## src/rtl/arop_pkg.sv

```systemverilog
// Constants and types for the converter result output port
// Overview of operation
// - Results leave the shift register most significant bit first.
// - Output coding select picks straight binary or two's complement.
// - Master serial: output bit stays stable across both serial clock edges.
// - Slave serial: bit changes on chosen edge, valid at the opposite edge.
// - Pins 9 to 11 are data in parallel, clock/frame/flag in serial.
// - Serial clock pin is driven by us internally, else by host.
// - Frame marker is driven only in serial mode with internal clock.
// - Frame marker active high, or low when frame polarity select is high.
// - Incomplete-read flag only in serial external-clock mode.
// - Slave read unfinished at next conversion end: drop it, pulse flag.
// - Upper four data bits are always outputs.
// - Busy rises at conversion start, falls once result is latched.
// - Outputs enabled only while chip select and read enable both low.
// - Clock source low drives internal clock; high follows external clock.
// - External clock edges ignored while chip select is inactive.
// - Falling edge on conversion start holds sample, begins conversion.
// - High reset input aborts any conversion in progress.
package arop_pkg;
   localparam int CLK_PERIOD_PS = 5000;
   localparam int CONV_TIME_NS = 700;
   localparam int CONV_CYC = (CONV_TIME_NS * 1000 + CLK_PERIOD_PS - 1)
      / CLK_PERIOD_PS;
   localparam int SCLK_QTR_NS = 10;
   localparam int QTR_CYC = (SCLK_QTR_NS * 1000 + CLK_PERIOD_PS - 1)
      / CLK_PERIOD_PS;
   localparam int WORD_W = 16;
   localparam int CONV_CNT_W = 8;
   localparam int QTR_W = 3;
   localparam logic [3:0] LAST_BIT = 4'hF;
   localparam logic [1:0] FIFO_DEPTH = 2'h2;
   localparam logic [CONV_CNT_W-1:0] CONV_LOAD = CONV_CNT_W'(CONV_CYC - 1);
   localparam logic [QTR_W-1:0] QTR_LOAD = QTR_W'(QTR_CYC - 1);
   localparam int PIN_SDO = 8;
   localparam int PIN_SCLK = 9;
   localparam int PIN_SYNC = 10;
   localparam int PIN_FLAG = 11;
   localparam int UPPER_LO = 12;
   localparam logic [1:0] PH_RISE = 2'h0;
   localparam logic [1:0] PH_FALL = 2'h2;
   localparam logic [1:0] PH_SHIFT = 2'h3;

   typedef enum logic [1:0] {
      AROP_IDLE = 2'b00,
      AROP_MASTER = 2'b01,
      AROP_SLAVE = 2'b10
   } arop_rd_type;

   typedef struct packed {
      logic ser;
      logic ext;
      logic inv;
      logic fpol;
      logic ob;
   } arop_cfg_type;

   typedef struct packed {
      logic [WORD_W-1:0] dout;
      logic [WORD_W-1:0] oe;
   } arop_pins_type;
endpackage

```

## src/rtl/arop_port.sv

```systemverilog
// Result output port: conversion sequencing, buffer, parallel/serial output
`timescale 1ns/1ps
`default_nettype none
module arop_port
   import arop_pkg::*;
(
   input wire logic mclk,
   input wire logic rst_b,
   input wire logic reset_pin,
   input wire logic conversion_start_n,
   input wire logic [WORD_W-1:0] sample_code,
   input wire logic cs_n,
   input wire logic rd_n,
   input wire logic serial_parallel_select,
   input wire logic clock_source_select,
   input wire logic clock_invert_select,
   input wire logic frame_polarity_select,
   input wire logic output_coding_select,
   input wire logic sclk_pin_in,
   output logic busy,
   output logic [WORD_W-1:0] data_pin_out,
   output logic [WORD_W-1:0] data_pin_oe
);

   typedef struct packed {
      arop_cfg_type cfg1;
      arop_cfg_type cfg2;
      logic cnv1;
      logic cnv2;
      logic cnv3;
      logic cs1;
      logic cs2;
      logic rd1;
      logic rd2;
      logic rst1;
      logic rst2;
      logic sclk1;
      logic sclk2;
      logic sclk3;
      logic busy;
      logic [CONV_CNT_W-1:0] conv_cnt;
      logic [WORD_W-1:0] sample;
      logic [1:0][WORD_W-1:0] mem;
      logic wp;
      logic rp;
      logic [1:0] fcnt;
      logic [WORD_W-1:0] word;
      logic [WORD_W-1:0] shreg;
      logic [3:0] bits;
      logic [QTR_W-1:0] qtr;
      logic [1:0] phase;
      arop_rd_type state;
      logic sclk_int;
      logic flag;
      arop_pins_type pins;
   } arop_state_type;

   arop_state_type s_ff;
   arop_state_type nxt_s;

   // Two's complement is straight binary with the top bit flipped
   function automatic logic [WORD_W-1:0] arop_code(
      input logic [WORD_W-1:0] raw,
      input logic ob
   );
      arop_code = ob ? raw : {~raw[WORD_W-1], raw[WORD_W-2:0]};
   endfunction

   logic bus_en;
   logic start_fall;
   logic push;
   logic pop_ok;
   logic sclk_rise;
   logic sclk_fall;
   logic act_edge;
   logic qtr_done;

   always_comb begin
      bus_en = !s_ff.cs2 && !s_ff.rd2;
      start_fall = !s_ff.cnv2 && s_ff.cnv3;
      pop_ok = s_ff.fcnt != 2'h0;
      push = s_ff.busy && s_ff.conv_cnt == '0 && s_ff.fcnt != FIFO_DEPTH;
      sclk_rise = s_ff.sclk2 && !s_ff.sclk3;
      sclk_fall = !s_ff.sclk2 && s_ff.sclk3;
      act_edge = !s_ff.cs2 && (s_ff.cfg2.inv ? sclk_fall : sclk_rise);
      qtr_done = s_ff.qtr == '0;
   end

   always_comb begin
      nxt_s = s_ff;
      nxt_s.cfg1 = '{serial_parallel_select, clock_source_select,
         clock_invert_select, frame_polarity_select, output_coding_select};
      nxt_s.cfg2 = s_ff.cfg1;
      nxt_s.cnv1 = conversion_start_n;
      nxt_s.cnv2 = s_ff.cnv1;
      nxt_s.cnv3 = s_ff.cnv2;
      nxt_s.cs1 = cs_n;
      nxt_s.cs2 = s_ff.cs1;
      nxt_s.rd1 = rd_n;
      nxt_s.rd2 = s_ff.rd1;
      nxt_s.rst1 = reset_pin;
      nxt_s.rst2 = s_ff.rst1;
      nxt_s.sclk1 = sclk_pin_in;
      nxt_s.sclk2 = s_ff.sclk1;
      nxt_s.sclk3 = s_ff.sclk2;
      nxt_s.flag = 1'b0;

      // Conversion: hold the sample, count, then hand the word to the buffer
      if (start_fall && !s_ff.busy) begin
         nxt_s.busy = 1'b1;
         nxt_s.conv_cnt = CONV_LOAD;
         nxt_s.sample = sample_code;
      end else if (s_ff.busy && s_ff.conv_cnt != '0) begin
         nxt_s.conv_cnt = s_ff.conv_cnt - 1'b1;
      end
      // Full buffer stalls completion; busy stays high until a slot frees
      if (push) begin
         nxt_s.busy = 1'b0;
         nxt_s.mem[s_ff.wp] = arop_code(s_ff.sample, s_ff.cfg2.ob);
         nxt_s.wp = !s_ff.wp;
      end

      unique case (s_ff.state)
         AROP_IDLE: begin
            if (pop_ok && !s_ff.cfg2.ser) begin
               nxt_s.word = s_ff.mem[s_ff.rp];
               nxt_s.rp = !s_ff.rp;
            end else if (pop_ok && bus_en) begin
               nxt_s.word = s_ff.mem[s_ff.rp];
               nxt_s.shreg = s_ff.mem[s_ff.rp];
               nxt_s.rp = !s_ff.rp;
               nxt_s.bits = '0;
               nxt_s.qtr = QTR_LOAD;
               nxt_s.phase = PH_RISE;
               nxt_s.sclk_int = 1'b0;
               nxt_s.state = s_ff.cfg2.ext ? AROP_SLAVE : AROP_MASTER;
            end
         end
         AROP_MASTER: begin
            if (qtr_done) begin
               nxt_s.qtr = QTR_LOAD;
               nxt_s.phase = s_ff.phase + 2'h1;
               if (s_ff.phase == PH_RISE) begin
                  nxt_s.sclk_int = 1'b1;
               end
               if (s_ff.phase == PH_FALL) begin
                  nxt_s.sclk_int = 1'b0;
               end
               // Data moves a quarter period after the fall: stable on both
               if (s_ff.phase == PH_SHIFT) begin
                  nxt_s.shreg = {s_ff.shreg[WORD_W-2:0], 1'b0};
                  nxt_s.bits = s_ff.bits + 4'h1;
                  if (s_ff.bits == LAST_BIT) begin
                     nxt_s.state = AROP_IDLE;
                  end
               end
            end else begin
               nxt_s.qtr = s_ff.qtr - 1'b1;
            end
         end
         AROP_SLAVE: begin
            if (push) begin
               nxt_s.state = AROP_IDLE;
               nxt_s.flag = 1'b1;
            end else if (act_edge) begin
               nxt_s.shreg = {s_ff.shreg[WORD_W-2:0], 1'b0};
               nxt_s.bits = s_ff.bits + 4'h1;
               if (s_ff.bits == LAST_BIT) begin
                  nxt_s.state = AROP_IDLE;
               end
            end
         end
         default: nxt_s.state = AROP_IDLE;
      endcase

      nxt_s.fcnt = s_ff.fcnt + {1'b0, push} - {1'b0, nxt_s.rp != s_ff.rp};

      if (s_ff.rst2) begin
         nxt_s.busy = 1'b0;
         nxt_s.conv_cnt = '0;
         nxt_s.wp = 1'b0;
         nxt_s.rp = 1'b0;
         nxt_s.fcnt = '0;
         nxt_s.state = AROP_IDLE;
         nxt_s.sclk_int = 1'b0;
      end

      // Pin map, registered so every pin comes from a flip-flop
      nxt_s.pins = '0;
      if (!s_ff.cfg2.ser) begin
         nxt_s.pins.dout = s_ff.word;
         nxt_s.pins.oe = {WORD_W{bus_en}};
      end else begin
         nxt_s.pins.dout[PIN_SDO] = s_ff.shreg[WORD_W-1];
         nxt_s.pins.oe[PIN_SDO] = bus_en;
         nxt_s.pins.dout[PIN_SCLK] = s_ff.sclk_int ^ s_ff.cfg2.inv;
         nxt_s.pins.oe[PIN_SCLK] = bus_en && !s_ff.cfg2.ext;
         nxt_s.pins.dout[PIN_SYNC] =
            (s_ff.state == AROP_MASTER) ^ s_ff.cfg2.fpol;
         nxt_s.pins.oe[PIN_SYNC] = bus_en && !s_ff.cfg2.ext;
         nxt_s.pins.dout[PIN_FLAG] = s_ff.flag;
         nxt_s.pins.oe[PIN_FLAG] = bus_en && s_ff.cfg2.ext;
         nxt_s.pins.dout[WORD_W-1:UPPER_LO] = s_ff.word[WORD_W-1:UPPER_LO];
         nxt_s.pins.oe[WORD_W-1:UPPER_LO] = {(WORD_W-UPPER_LO){bus_en}};
      end
   end

   always_ff @(posedge mclk) begin
      if (!rst_b) begin
         s_ff <= '0;
         // Chip select and read syncs start idle, else the bus looks enabled
         s_ff.cs1 <= 1'b1;
         s_ff.cs2 <= 1'b1;
         s_ff.rd1 <= 1'b1;
         s_ff.rd2 <= 1'b1;
      end else begin
         s_ff <= nxt_s;
      end
   end

   always_comb begin
      busy = s_ff.busy;
      data_pin_out = s_ff.pins.dout;
      data_pin_oe = s_ff.pins.oe;
   end
endmodule
`default_nettype wire

```

## config.mk

```make
export PLATFORM = sky130hd
export DESIGN_NAME = arop_port
export DESIGN_NICKNAME = d
export VERILOG_FILES = /design/src/rtl/arop_pkg.sv /design/src/rtl/arop_port.sv
export SDC_FILE = /design/constraint.sdc
export NUM_CORES = 1
export LEC_CHECK = 0
export BUFFER_PORTS_ARGS = -buffer_cell sky130_fd_sc_hd__buf_2
export CAP_MARGIN = 30
export CORE_MARGIN = 2
export CORE_UTILIZATION = 53
export CTS_CLUSTER_SIZE = 25
export DETAILED_ROUTE_END_ITERATION = 10
export GPL_TIMING_DRIVEN = 0
export PLACE_DENSITY_LB_ADDON = 0.15
export SETUP_SLACK_MARGIN = 0.5
export SYNTH_ARGS = -nofsm -noshare
export SYNTH_HDL_FRONTEND = slang
export SYNTH_SLANG_ARGS = --single-unit
```

## constraint.sdc

```tcl
create_clock -name mclk -period 2.25 [get_ports mclk]
set_input_delay 0.3375 -clock mclk [delete_from_list [all_inputs] [get_ports mclk]]
set_output_delay 0.3375 -clock mclk [all_outputs]
set_load 0.05 [all_outputs]
```

==> flow_summary.ini <==
[timing]
fmax_mhz = 466
whs_ps = 107
rsz0062_at_grt = true
finalMaxSlewViolations = 0
finalCritPeriodShare_pct = 95.5
worstMarginPinSlew_ps = 677
setup_viol = 0
slew_headroom_pct = 54.9
hold_viol = 0
skew_ps = 7.52
period_minus_slack_ps = 2150
fin_setup_tns_ps = 0

[setup_path]
rr_endpoint = s_ff[58]
rrSetupSlack_ps = 100
critPathKind = flop to flop
critical_path_required_ps = 2570
end_kind = flop
worstSetupStartpointType = flop
worstRegToRegCells = 7
cpLargestDelayFamily = compound AO/OA/AOI/OAI gates
crit_fanout = 5
crit_start = s_ff[36]
critPathMaxStageDelay_ps = 510
reg2reg_from = s_ff[36]
crit_arrival_ps = 2460
critical-path-slowest-cell = or4b_4
path_cells = ha_1, or4b_4, a21oi_4, o2111a_2, clkbuf_16, mux2i_1, nor2b_1
path_buf_inv = 1

[hold_path]
min_from = cs_n
min_path_type = input port to flop
min_to = nxt_s[145]
hold_path_depth = 2

[placed_design]
gp_congestion = 0.843
portBuffers = 59
place_area_um2 = 6700
dp.final_hpwl_mm = 8.97
dp.cells = 862

[clock_network]
cts_root_buffer = clkbuf_16
htree_levels = 4
clock_latency_ps = 420
cts_hold_buf = 0
cts_sinks = 148
clk_pin_slew_worst_paths_ps = 60
cts_max_path_buffers = 2
cts_made_buffers = 17
cts_tree = yes

[synthesis]
synth_fp_nets = 700
ys_seq_elements = 148
ys_seq_area_share_pct = 48.3
synth_area_per_cell_um2 = 9.29
ys.flop_type = dfxtp_1
synth_edf_count = 0
netlist_instances = 660
async_reset_ff_share_pct = 0
yosysUniqueCellTypes = 48
yosys_warnings = 0
netlist_area_um2 = 6130

[floorplanning]
die_w_um = 112
die_area_um2 = 12400
io_pins = 61
start_util_pct = 53.9
core_area_um2 = 11400
die_h_um = 112
row_count = 39

[job]
cap_violations = 0

[status]
status = finished, final reports clean

[global_routing]
globalRouteOverflowTotal = 0
grt_max_degree = 17
grt_util_all_layers_pct = 21.6
antenna_found_initial = 0
grt_pass1_vias = 4396
grt_pass1_wl_mm = 21.4

[finish]
fillCellCount = 882
drive_gt1_share_pct = 25.7
final_nets = 802
final_cell_count_no_fill = 919
final_area_um2 = 7720
area.growth.synth_to_final_pct = 26.0

[drt]
drc_errors = 0
drt-initial-drc-count = 211
wl_mm = 13.4
drtAntennaViolNets = 0
vias = 4774
drt_first_pass_iters = 5
routedWlPerCell_um = 14.6
via_per_inst = 5.19

[pwr]
peakVddDrop_uv = 594
total_power_mw = 7.22
powerDensity_nw_per_um2 = 936
leakagePower_nw = 3.20
power by group:
group	switching, mW	internal (mW)
registers	0.118	2.87
logic	0.799	0.614
clock network	1.15	1.68
total	2.06	5.16
per-stage QoR:
step                      util, %  worst slack (ps)
after floorplan                 -               152
after global placement       58.9              -104
after detailed placement     58.9              -141
after CTS                    66.6               178
after global routing         67.9              44.3
final                        67.9               102
placed cells by master, fill, tap and decap left out, drive strengths merged, types with 6 or more instances in the layout:
cell type	Yosys	routed
buf	37	118
o21ai	33	33
clkbuf	33	54
mux2i	35	35
nor2b	20	20
o211a	18	18
ha	12	12
clkinvlp	0	6
and2	34	34
dfxtp	148	148
a21oi	10	10
nand2	127	127
xnor2	9	9
inv	15	20
nand2b	10	10
a21boi	53	53
nor2	18	18
cell type report:
type / count / area [µm²] / share of cell area, %
well taps: 143 / 179 / 2.32
clock buffers: 19 / 443 / 5.74
multi-input cells: 427 / 2870 / 37.2
clock inverters: 13 / 149 / 1.93
diodes: 1 / 2.50 / 0.0324
repair buffers: 83 / 553 / 7.16
inverters: 15 / 61.3 / 0.794
flip-flops and latches: 148 / 2970 / 38.5
plain buffers: 70 / 492 / 6.37
worst register-to-register path: stages, from the launching register on:
cell,delay (ps)
dfxtp_1,330
ha_1,160
or4b_4,510
a21oi_4,190
o2111a_2,400
clkbuf_16,220
mux2i_1,180
nor2b_1,60
registers in the layout (all words and copies together), names as in the netlist:
| signal | count |
|---|---|
| busy | 1 |
| data_pin_oe | 4 |
| data_pin_out | 16 |
| nxt_s | 12 |
| s_ff | 115 |
repair_timing:
| action | CTS | global route |
|---|---|---|
| setup buffers | 16 | 3 |
| setup endpoints to repair | 84 | 87 |
| gates cloned | 3 | 2 |
| pin swaps | 8 | 6 |
| gates resized for setup | 60 | 30 |
| endpoints found under the hold margin | 0 | 0 |
kinds of logic (layout without fill, tap and decap cells):
family / after synthesis / after routing / synth area share [%]
mux: 35 / 35 / 5.72
simple gates: 235 / 235 / 18.5
compound gates: 132 / 132 / 15.6
xor+xnor: 13 / 13 / 1.86
buf+inv: 85 / 200 / 7.49
fa+ha+maj: 12 / 12 / 2.45
flops: 148 / 148 / 48.3
other cells: 0 / 1 / 0
metal layers:
metal | track usage [%] | vias up | part of all wire (%) | routed length (µm)
li1 | - | 2382 | - | -
met1 | 28.7 | 2257 | 47 | 6250
met2 | 35.2 | 116 | 48 | 6360
met3 | 4.52 | 19 | 4.2 | 558
met4 | 7.57 | 0 | 1.6 | 214
met5 | 0 | - | 0 | 0
Yosys cell counts, types with 2 or more instances:
| master | count | area (µm²) |
|---|---|---|
| nand3b_1 | 3 | 22.5 |
| buf_2 | 3 | 15.0 |
| buf_6 | 2 | 22.5 |
| a21boi_0 | 49 | 368 |
| o2111a_2 | 2 | 25.0 |
| o32ai_1 | 2 | 17.5 |
| o21a_1 | 2 | 15.0 |
| nand2b_1 | 10 | 62.6 |
| dfxtp_1 | 148 | 2960 |
| and2_1 | 34 | 213 |
| nor2b_1 | 20 | 125 |
| clkbuf_1 | 32 | 120 |
| buf_4 | 32 | 240 |
| ha_1 | 12 | 150 |
| nor2_1 | 17 | 63.8 |
| o21ai_0 | 33 | 165 |
| a211oi_1 | 3 | 22.5 |
| nor3b_1 | 3 | 22.5 |
| mux2i_1 | 35 | 350 |
| and3_1 | 2 | 12.5 |
| xor2_1 | 4 | 35.0 |
| a21oi_1 | 10 | 50.1 |
| nor4_1 | 2 | 12.5 |
| or3_1 | 2 | 12.5 |
| xnor2_1 | 9 | 78.8 |
| o211a_1 | 18 | 180 |
| inv_1 | 14 | 52.6 |
| nand2_1 | 126 | 473 |
| o22ai_1 | 2 | 12.5 |
| nand3_1 | 4 | 20.0 |
| nor3_1 | 5 | 25.0 |
| a21boi_1 | 4 | 30.0 |
worst max path at each step:
stage                     slack, ps       end  cells past startpoint
final                           100  s_ff[58]                      7
after global routing             40  s_ff[53]                      7
after CTS                       180  s_ff[78]                     12
after detailed placement       -140  s_ff[78]                     11
after global placement         -100  s_ff[78]                     11
after floorplan                 150  s_ff[78]                     12
Power figures use the tool's default switching activity.
